### src/shared/dsp_regs.vh
`ifndef DSP_REGS_VH
`define DSP_REGS_VH
// geometry
`define DSP_BANKS 8
`define DSP_BA_W 3
`define DSP_ROW_W 14
`define DSP_COL_W 10
`define DSP_DQ_W 8
`define DSP_MEM_W 6
// address field positions
`define DSP_AUTO_PRE_BIT 10
`define DSP_CHOP_BIT 12
// mode register one field position
`define DSP_MR1_TERM_BIT 11
// burst lengths in beats
`define DSP_BEATS_FULL 4'h8
`define DSP_BEATS_CHOP 4'h4
// command codes {cs_n, ras_n, cas_n, we_n}
`define DSP_CMD_MRS 4'h0
`define DSP_CMD_REF 4'h1
`define DSP_CMD_PRE 4'h2
`define DSP_CMD_ACT 4'h3
`define DSP_CMD_WR 4'h4
`define DSP_CMD_RD 4'h5
`define DSP_CMD_NOP 4'h7
// read latency in link clocks
`define DSP_READ_LAT 4'h2
`endif

### src/dsp_port.v
// Notes on behaviour
// (RULE_01) low reset_n resets everything at once; high releases it. The storage array mem is not cleared and keeps its data.
// (RULE_02) controller keeps reset_n high in normal operation.
// (RULE_03) data bit 0 is the write leveling reference bit.
// (RULE_04) read strobe toggles with each read beat, edge aligned.
// (RULE_05) controller centres write strobe on write data.
// (RULE_06) strobe always driven as true and complement pair.
// (RULE_07) mode bit 11 set gives termination strobe same termination.
// (RULE_08) mode bit 11 clear makes shared pin the write mask.
// (RULE_09) controller keeps mode bit 11 clear for wide parts.
// (RULE_10) input-only pins never get termination.
// (RULE_11) storage is eight independent banks.
// (RULE_12) each access moves one eight-beat word over four clocks. A chopped burst here moves four beats over two link clocks.
// (RULE_13) bursts start at column, eight beats or four when chopped.
// (RULE_14) controller activates a bank before reading or writing it.
// (RULE_15) activate takes bank from bank inputs, row from address.
// (RULE_16) read/write takes column; address bit 10 asks auto-precharge.
// (RULE_17) on-the-fly mode uses address bit 12 to pick burst length.
// (RULE_18) controller initialises the device before normal accesses.
// (RULE_19) address bit 12 high means full burst, low means chop.
// (RULE_20) precharge closes one bank, or all when bit 10 high.
// (RULE_21) chip select high masks every command.
// (RULE_22) write beats with write mask high are discarded.
// (RULE_23) commands decode from chip select, row, column, write enable.
`timescale 1ns/1ps
`include "dsp_regs.vh"
module dsp_port (
    input wire clk,
    input wire reset_n,
    input wire link_clk,
    input wire cs_n,
    input wire ras_n,
    input wire cas_n,
    input wire we_n,
    input wire [`DSP_BA_W-1:0] bank_addr,
    input wire [`DSP_ROW_W-1:0] addr,
    input wire [`DSP_DQ_W-1:0] dq_in,
    output reg [`DSP_DQ_W-1:0] dq_out,
    output reg dq_oe,
    input wire strobe_in,
    output reg strobe_out,
    output reg strobe_out_n,
    output reg strobe_oe,
    input wire mask_pin,
    input wire chop_on_the_fly,
    input wire termination_enable,
    input wire odt_request,
    output reg termination_strobe_term,
    output reg strobe_term,
    output wire [`DSP_BANKS-1:0] bank_open,
    output wire level_feedback,
    output wire busy
);
    // pins pass two flops before use
    wire [`DSP_DQ_W+8:0] pins_s;
    dsp_sync #(.W(`DSP_DQ_W + 9)) u_sync (
        .clk(clk),
        .reset_n(reset_n),
        .d({link_clk, cs_n, ras_n, cas_n, we_n, strobe_in, mask_pin,
            odt_request, chop_on_the_fly, dq_in}),
        .q(pins_s)
    );
    wire lclk_s = pins_s[`DSP_DQ_W+8];
    wire [3:0] cmd_s = pins_s[`DSP_DQ_W+7:`DSP_DQ_W+4];
    wire dqs_s = pins_s[`DSP_DQ_W+3];
    wire dm_s = pins_s[`DSP_DQ_W+2];
    wire odt_s = pins_s[`DSP_DQ_W+1];
    wire otf_s = pins_s[`DSP_DQ_W];
    wire [`DSP_DQ_W-1:0] dq_s = pins_s[`DSP_DQ_W-1:0];
    // address pins pass two flops so they line up with the command bundle
    reg [`DSP_ROW_W-1:0] addr_meta_reg;
    reg [`DSP_BA_W-1:0] ba_meta_reg;
    reg [`DSP_ROW_W-1:0] addr_reg;
    reg [`DSP_BA_W-1:0] ba_reg;
    reg lclk_d_reg;
    reg dqs_d_reg;
    wire lrise = lclk_s & ~lclk_d_reg;
    wire dqs_edge = dqs_s ^ dqs_d_reg;

    localparam ST_IDLE = 2'h0;
    localparam ST_RLAT = 2'h1;
    localparam ST_READ = 2'h2;
    localparam ST_WRITE = 2'h3;

    reg [1:0] state_reg;
    reg [`DSP_ROW_W-1:0] row_reg [0:`DSP_BANKS-1];
    reg [`DSP_BANKS-1:0] open_reg;
    reg [`DSP_DQ_W-1:0] mem [0:(1<<`DSP_MEM_W)-1];
    reg [`DSP_BA_W-1:0] cur_bank_reg;
    reg [`DSP_COL_W-1:0] col_reg;
    reg [3:0] beat_reg;
    reg [3:0] beats_reg;
    reg [3:0] lat_reg;
    reg auto_pre_reg;
    integer i;

    // storage index: bank and low column bits
    function [`DSP_MEM_W-1:0] mem_index;
        input [`DSP_BA_W-1:0] b;
        input [`DSP_COL_W-1:0] c;
        input [3:0] beat;
        begin
            mem_index = {b, c[2:0] + beat[2:0]};
        end
    endfunction

    // (RULE_21) chip select masks
    // (RULE_23) truth table decode
    wire [3:0] cmd = cmd_s[3] ? `DSP_CMD_NOP : cmd_s;
    wire take = lrise & (state_reg == ST_IDLE);
    // (RULE_17) on-the-fly chop select
    // (RULE_19) bit 12 low chops
    wire chop = otf_s & ~addr_reg[`DSP_CHOP_BIT];
    wire [3:0] beats = chop ? `DSP_BEATS_CHOP : `DSP_BEATS_FULL;

    assign bank_open = open_reg;
    assign busy = (state_reg != ST_IDLE);
    // (RULE_03) bit 0 reference
    assign level_feedback = dq_s[0] & dqs_s;

    // (RULE_07) termination follows strobe
    // (RULE_08) mask mode leaves it unused
    // (RULE_10) only data side terminated
    always @(posedge clk or negedge reset_n) begin
        if (!reset_n) begin
            strobe_term <= 1'b0;
            termination_strobe_term <= 1'b0;
        end else begin
            strobe_term <= odt_s;
            termination_strobe_term <= odt_s & termination_enable;
        end
    end

    // (RULE_01) asynchronous reset
    always @(posedge clk or negedge reset_n) begin
        if (!reset_n) begin
            state_reg <= ST_IDLE;
            open_reg <= 8'h00;
            addr_meta_reg <= 14'h0000;
            ba_meta_reg <= 3'h0;
            addr_reg <= 14'h0000;
            ba_reg <= 3'h0;
            lclk_d_reg <= 1'b0;
            dqs_d_reg <= 1'b0;
            cur_bank_reg <= 3'h0;
            col_reg <= 10'h000;
            beat_reg <= 4'h0;
            beats_reg <= 4'h0;
            lat_reg <= 4'h0;
            auto_pre_reg <= 1'b0;
            dq_out <= 8'h00;
            dq_oe <= 1'b0;
            strobe_out <= 1'b0;
            strobe_out_n <= 1'b1;
            strobe_oe <= 1'b0;
            for (i = 0; i < `DSP_BANKS; i = i + 1)
                row_reg[i] <= 14'h0000;
        end else begin
            lclk_d_reg <= lclk_s;
            dqs_d_reg <= dqs_s;
            addr_meta_reg <= addr;
            ba_meta_reg <= bank_addr;
            addr_reg <= addr_meta_reg;
            ba_reg <= ba_meta_reg;
            case (state_reg)
                ST_IDLE: begin
                    dq_oe <= 1'b0;
                    strobe_oe <= 1'b0;
                    if (take) begin
                        case (cmd)
                            // (RULE_11) eight banks
                            // (RULE_15) bank and row
                            `DSP_CMD_ACT: begin
                                open_reg[ba_reg] <= 1'b1;
                                row_reg[ba_reg] <= addr_reg;
                            end
                            // (RULE_20) one or all
                            `DSP_CMD_PRE: begin
                                if (addr_reg[`DSP_AUTO_PRE_BIT])
                                    open_reg <= 8'h00;
                                else
                                    open_reg[ba_reg] <= 1'b0;
                            end
                            // (RULE_14) open bank required
                            // (RULE_16) column and auto-precharge
                            `DSP_CMD_RD, `DSP_CMD_WR: begin
                                if (open_reg[ba_reg]) begin
                                    cur_bank_reg <= ba_reg;
                                    col_reg <= addr_reg[`DSP_COL_W-1:0];
                                    auto_pre_reg <=
                                        addr_reg[`DSP_AUTO_PRE_BIT];
                                    beats_reg <= beats;
                                    beat_reg <= 4'h0;
                                    lat_reg <= 4'h0;
                                    state_reg <= (cmd == `DSP_CMD_RD) ?
                                        ST_RLAT : ST_WRITE;
                                end
                            end
                            default: begin
                            end
                        endcase
                    end
                end
                ST_RLAT: begin
                    if (lrise)
                        lat_reg <= lat_reg + 4'h1;
                    if (lrise && lat_reg == `DSP_READ_LAT - 4'h1) begin
                        state_reg <= ST_READ;
                        strobe_oe <= 1'b1;
                        dq_oe <= 1'b1;
                    end
                end
                // (RULE_04) strobe edge aligned
                // (RULE_06) differential pair
                // (RULE_12) two beats per link clock
                // (RULE_13) burst from column
                ST_READ: begin
                    if (lclk_s != lclk_d_reg) begin
                        if (beat_reg == beats_reg) begin
                            state_reg <= ST_IDLE;
                            dq_oe <= 1'b0;
                            strobe_oe <= 1'b0;
                            if (auto_pre_reg)
                                open_reg[cur_bank_reg] <= 1'b0;
                        end else begin
                            dq_out <= mem[mem_index(cur_bank_reg,
                                col_reg, beat_reg)];
                            strobe_out <= ~beat_reg[0];
                            strobe_out_n <= beat_reg[0];
                            beat_reg <= beat_reg + 4'h1;
                        end
                    end
                end
                ST_WRITE: begin
                    if (dqs_edge) begin
                        // (RULE_22) masked beat dropped
                        if (!(dm_s && !termination_enable))
                            mem[mem_index(cur_bank_reg, col_reg,
                                beat_reg)] <= dq_s;
                        beat_reg <= beat_reg + 4'h1;
                        if (beat_reg == beats_reg - 4'h1) begin
                            state_reg <= ST_IDLE;
                            if (auto_pre_reg)
                                open_reg[cur_bank_reg] <= 1'b0;
                        end
                    end
                end
                default: state_reg <= ST_IDLE;
            endcase
        end
    end
endmodule // dsp_port

### src/dsp_sync.v
`timescale 1ns/1ps
// two-stage synchroniser for a bundle of pin levels
module dsp_sync #(
    parameter W = 1
) (
    input wire clk,
    input wire reset_n,
    input wire [W-1:0] d,
    output wire [W-1:0] q
);
    reg [W-1:0] meta_reg;
    reg [W-1:0] sync_reg;

    // first stage read only by second
    always @(posedge clk or negedge reset_n) begin
        if (!reset_n) begin
            meta_reg <= {W{1'b0}};
            sync_reg <= {W{1'b0}};
        end else begin
            meta_reg <= d;
            sync_reg <= meta_reg;
        end
    end

    assign q = sync_reg;
endmodule // dsp_sync

### config.mk
export PLATFORM = sky130hd
export DESIGN_NAME = dsp_port
export DESIGN_NICKNAME = d
export VERILOG_FILES = /design/src/dsp_port.v /design/src/dsp_sync.v
export VERILOG_INCLUDE_DIRS = /design/src /design/src/shared
export SDC_FILE = /design/constraint.sdc
export NUM_CORES = 1
export LEC_CHECK = 0
export ABC_AREA = 1
export BUFFER_PORTS_ARGS = -buffer_cell sky130_fd_sc_hd__buf_4
export CAP_MARGIN = 10
export CORE_MARGIN = 2
export CORE_UTILIZATION = 26
export DETAILED_ROUTE_END_ITERATION = 12
export PLACE_DENSITY = 0.52
export SYNTH_ARGS = -nofsm -noshare
export SYNTH_HDL_FRONTEND = slang
export SYNTH_SLANG_ARGS = --single-unit
### constraint.sdc
create_clock -name clk -period 3.2 [get_ports clk]
set_clock_uncertainty 0.2 [all_clocks]
set_input_delay 0.32 -clock clk [delete_from_list [all_inputs] [get_ports clk]]
set_output_delay 0.32 -clock clk [all_outputs]
set_load 0.03 [all_outputs]
* Word-level counts from Yosys, hierarchy flattened
Memory sizes are Yosys's and may differ from the RTL's. A register that Yosys moved wholly into a read port is not among the register bits. Index checks and enable logic that the tools add are counted.
Word-level totals: memory bits (writable) 512, register bits after elaboration 102, input port bits 37, logic and storage cells 131, output and inout port bits 24, memories kept 1
Operators by class: multiplexer cells 44, equal/unequal tests 22, $add $sub $neg 4, order comparisons 4, reduce and logical (&&, ||, !) cells 20, bitwise gates (word level) 15
Memory list:
- mem | depth 64, width 8, rd ports 1, clocked after memory_dff 1, wr ports 1, line dsp_port.v:88 | reg [`DSP_DQ_W-1:0] mem [0:(1<<`DSP_MEM_W)-1];
Operators with widths (count):
- 2-to-1 mux 8 bit | 7
- 2-to-1 mux 4 bit | 8
- one-hot mux 8 bit (3 select lines) | 1
- 2-to-1 mux 2 bit | 9
- AND 8 bit | 2
- inequality test 2 bit, second input constant | 8
- NOT 8 bit | 2
- one-hot mux 8 bit (2 select lines) | 1
- AND reduction 7 bit | 2
- one-hot mux 4 bit (3 select lines) | 1
- 2-to-1 mux 1 bit | 10
- adder 4 x 1 -> 4 bit, second input constant | 2
- == test 4 bit | 2
- less-than comparator 3 x 4 -> 1 bit, second input constant | 2
- bitwise OR 8 bit | 1
- one-hot mux 2 bit (4 select lines) | 1
- one-hot mux 4 bit (2 select lines) | 1
- AND reduction 4 bit | 2
- AND reduction 8 bit | 1
- demux 1 bit (select 3 bit) | 2
- == test 3 x 2 -> 1 bit, second input constant | 2
- == test 3 bit, second input constant | 2
- >= comparator 3 x 1 -> 1 bit, second input constant | 2
- nonzero test 3 bit | 2
- other kinds (21) | 36

* Depth between registers and ports, before layout
depth in word-level cells 10, gate-level depth with buffers 17, gate-level depth less buffers 15

* Cells and area by module
From an unflattened synthesis, not the netlist that was laid out.
Unflattened totals: cell total of the unflattened synthesis 2185, area, all modules 24608.6 um^2
Modules (own cells, without submodules):
- dsp_port | area an instance 23757.8 um^2, seq. area each 16827.4 um^2, cells each 2151, instances 1
- dsp_sync | area an instance 850.8 um^2, seq. area each 850.8 um^2, cells each 34, instances 1

* Worst setup path before layout
Ideal clock, no wire load.
path kind register -> register, start point register beat_reg[0], end point memory mem[0][0] in the netlist's numbering (enable), required time 2.630 ns, path buffers 3, period minus slack after synthesis 2.779 ns, slack 0.421 ns, arrival 2.209 ns, setup time 0.370 ns, cell stages (with the launch flop) 9, path through dfrtp_1 ha_1 inv_1 fa_1 buf_4 buf_2 clkbuf_1 nand3_1 nor2_1
On the way: cells in the longest elaborated chain, start to end 1
RTL lines:
- from (decl) | line dsp_port.v:91 | reg [3:0] beat_reg;
- from (signal assigned) | line dsp_port.v:230 | beat_reg <= beat_reg + 4'h1;
- from (signal assigned) | line dsp_port.v:240 | beat_reg <= beat_reg + 4'h1;
- adder 3 bit | line dsp_port.v:103 | mem_index = {b, c[2:0] + beat[2:0]};
- to (decl) | line dsp_port.v:88
No other way between the ends.

* Worst setup path after layout
start point register beat_reg[0], end point register dq_out[1], read port of mem
On the way: cells in the longest elaborated chain, start to end 3, elaborated cells between the ends (all ways) 4, classes of those cells 1 x add/sub; 1 x eq/ne; 1 x bitwise; 1 x reduce/logical
RTL lines:
- == test 4 bit | line dsp_port.v:219 | if (beat_reg == beats_reg) begin
- NOT 1 bit (no source line)
- AND reduction 3 bit (no source line)
- to (decl) | line dsp_port.v:38 | output reg [`DSP_DQ_W-1:0] dq_out,
Parallel ways exist; a longest one is shown, timed or not. A chain may end at the register's enable or synchronous reset.

==> out/metrics.yaml <==
routing:
  ant_nets: 0
  dr.pass1.iters: 5
  avgRoutedWirePerCell_um: 18.09
  drt_iter0_drc: 1467
  drc: 0
  viasPerCell: 4.534
  wl_mm: 66.02
  via_count: 16540
synth:
  synthesis.area_um2: 24560
  synthArstFlopShare: 0.1523
  synth_seq_cells: 604
  yosysUniqueCellTypes: 33
  ys_seq_area_frac: 0.7198
  syn_nets: 2196
  synthCells: 2152
  synth-edff-count: 512
  ys_warn_count: 0
  synth_ff_type: "edfxtp_1"
  syn_avg_cell_area_um2: 11.41
global_route:
  grt_pass1_vias: 16180
  overflow: 0
  grt_usage: 0.1311
  grt_pass1_wl_mm: 98.97
  grt_max_degree: 113
  antenna_found_initial: 1
finish:
  syn_to_final_growth_pct: 22.62
  layout.nets: 2388
  mostFrequentLayoutCells: "edfxtp_1, nor2_1, nand2_1, o21ai_0, nand3_1"
  utilization: 0.3222
  antenna_cells: 0
  post_route_cells_drive_above_1_share: 0.1557
  layout.cells.non_filler: 3649
  layout_commonest_cell: "edfxtp_1"
  largest_reg_flops: 512
floorplan:
  core_area_um2: 93470
  start_util: 0.2628
  die_x_um: 311.4
  ios: 61
  die_y_um: 311.4
  dieArea_um2: 96940
  rows: 112
critical_path:
  crit_path_end_kind: "flip-flop"
  path_class: "flip-flop to flip-flop"
  worst-r2r-setup-slack_ps: 30
  cp.arrival_ps: 3450
  r2r-start: "beat_reg[0]"
  reg2reg_to: "dq_out[1]"
  slowest_stage: "fa_4"
  crit_path_max_incr_delay_ps: 960
  crit_required_ps: 3480
  ff2ff_path_depth: 16
  crit_chain: "ha_4, inv_2, fa_4, buf_8, buf_16, buf_6, a21oi_2, o21ai_1, nand3_1, nand3_2, nand2_1, nor2_1, buf_4, nand3b_1, nand2_1, inv_1"
  start_kind: "flip-flop"
  crit_top_cell: "nand2_1"
  cp_max_fo: 6
sta:
  relSlewSlack: 0.3252
  tightest_slew_ps: 1009
  setup_viol: 0
  setup_tns_ps: 0
  fmax_ghz: 0.3154
  min_period_over_period: 0.9907
  rsz0062_at_grt: "yes"
  period_minus_slack_ps: 3170
  slew_viol_final: 0
  hold_viol: 0
power_and_ir_drop:
  intPower_mw: 18.34
  comb_power_share: 0.473
  power_density_nw_per_um2: 1031
  p_sw_mw: 12.72
  seqPwrFrac: 0.292
  p_leak_nw: 11.04
  totalPowerFinal_mw: 31.06
  sw_frac_of_total: 0.4094
  max-vdd-ir-drop_mv: 0.6657
  p_clk_frac: 0.235
worst_hold_path:
  min_path_type: "flip-flop to flip-flop"
  holdPathEnd: "u_sync.q[14]"
  min_from: "u_sync.meta_reg[14]"
  holdPathStages: 0
placement:
  globalplace.congestion: 0.8284
  dp_hpwl_mm: 39.60
  place.port_buffers: 51
  placedCellCount: 3490
cts:
  clkTransAtPathRegs_ps: 60
  cts_tree: "done"
  cts_buffer_depth: 3
  clk_latency_ps: 590
  clkSinkCount: 604
  cts_htree_levels: 3
  cts_buffers: 66
  cts_root_buf: "clkbuf_16"
run_status:
  status: "completed"
run:
  drv_cap: 0
## synthesized netlist by cell type, types with 4 or more instances
| library cell | n | share of area |
|---|---|---|
| nand3_1 | 197 | 0.040 |
| nor2_1 | 461 | 0.070 |
| nand2_1 | 305 | 0.047 |
| a21oi_1 | 30 | 0.0061 |
| o21ai_0 | 218 | 0.044 |
| nor3_1 | 10 | 0.0020 |
| ha_1 | 6 | 0.0031 |
| xor2_1 | 5 | 0.0018 |
| buf_2 | 62 | 0.013 |
| edfxtp_1 | 512 | 0.63 |
| o22ai_1 | 10 | 0.0025 |
| o211ai_1 | 19 | 0.0058 |
| dfrtp_1 | 91 | 0.093 |
| buf_4 | 15 | 0.0046 |
| o31ai_1 | 8 | 0.0024 |
| o21ai_1 | 30 | 0.0061 |
| buf_6 | 4 | 0.0018 |
| inv_1 | 108 | 0.017 |
| or2_2 | 9 | 0.0023 |
| clkbuf_1 | 29 | 0.0044 |
## worst max-delay path: cells and delay by family (launching register included)
| kind | cells | cell delay, ps |
|---|---|---|
| adders and majority gates | 2 | 1110 |
| buffers and inverters | 6 | 630 |
| and+or+nand+nor | 6 | 610 |
| DFF | 1 | 390 |
| AOI/OAI and AO/OA | 2 | 120 |
## per-layer routing
metal | share of wire | track usage | vias to the layer above
met3 | 0.055 | 0.01843 | 105
li1 | - | - | 7808
met4 | 0.025 | 0.04260 | 0
met1 | 0.44 | 0.1798 | 8139
met2 | 0.48 | 0.2135 | 492
met5 | 0 | 0 | -
## logic make-up after synthesis
kind of cell | count (synthesis) | synth area share
and+or+nand+nor | 993 | 0.1648
buffers and inverters | 224 | 0.04091
xor gates and xnor gates | 7 | 0.002496
AOI/OAI and AO/OA | 317 | 0.06811
DFF | 604 | 0.7198
adders and majority gates | 7 | 0.003872
## power by group through the flow
stage | registers [mW] | logic, mW | clock network, mW
2_1_floorplan | 9.38 | 8.20 | 0
3_3_place_gp | 9.23 | 13.2 | 0
5_1_grt | 9.12 | 16.2 | 7.77
6_report | 9.08 | 14.7 | 7.30
3_5_place_dp | 9.24 | 13.3 | 0
4_1_cts | 9.08 | 13.4 | 7.48
## per-stage QoR
step                      setup slack [ps]  hold WS, ps  area (um2)
final                                29.76        137.2       30120
after global routing                -74.67        151.1       30120
after CTS                           0.9130        146.8       29650
after detailed placement             17.22        34.35       27300
after global placement               31.36        25.67       27300
after floorplan                      420.9       -175.6       24560
## cell type report
type / count / area [um2]
fillers: 9361 / 63350
flip-flops and latches: 604 / 17690
multi-input cells: 1324 / 6066
repair buffers: 237 / 2287
clock buffers: 87 / 1877
well taps: 1254 / 1569
inverters: 111 / 434.2
clock inverters: 32 / 196.4
## worst max path at each step
| stage | from | to | slack (ps) |
|---|---|---|---|
| 6_report | beat_reg[0] | dq_out[1] | 30 |
| 5_1_grt | beat_reg[0] | dq_out[1] | -70 |
| 4_1_cts | col_reg[0] | dq_out[6] | 0.9 |
| 3_5_place_dp | col_reg[0] | dq_out[6] | 20 |
| 3_3_place_gp | col_reg[0] | dq_out[6] | 30 |
| 2_1_floorplan | beat_reg[0] | mem[0][0] | 420 |
## timing repair
| item | CTS | global route |
|---|---|---|
| gates resized for setup | 0 | 85 |
| setup endpoints to repair | 0 | 61 |
| hold buffers | 28 | 0 |
| buffers inserted | 0 | 7 |
| endpoints found under the hold margin | 48 | 0 |
Power figures use the tool's default switching activity.
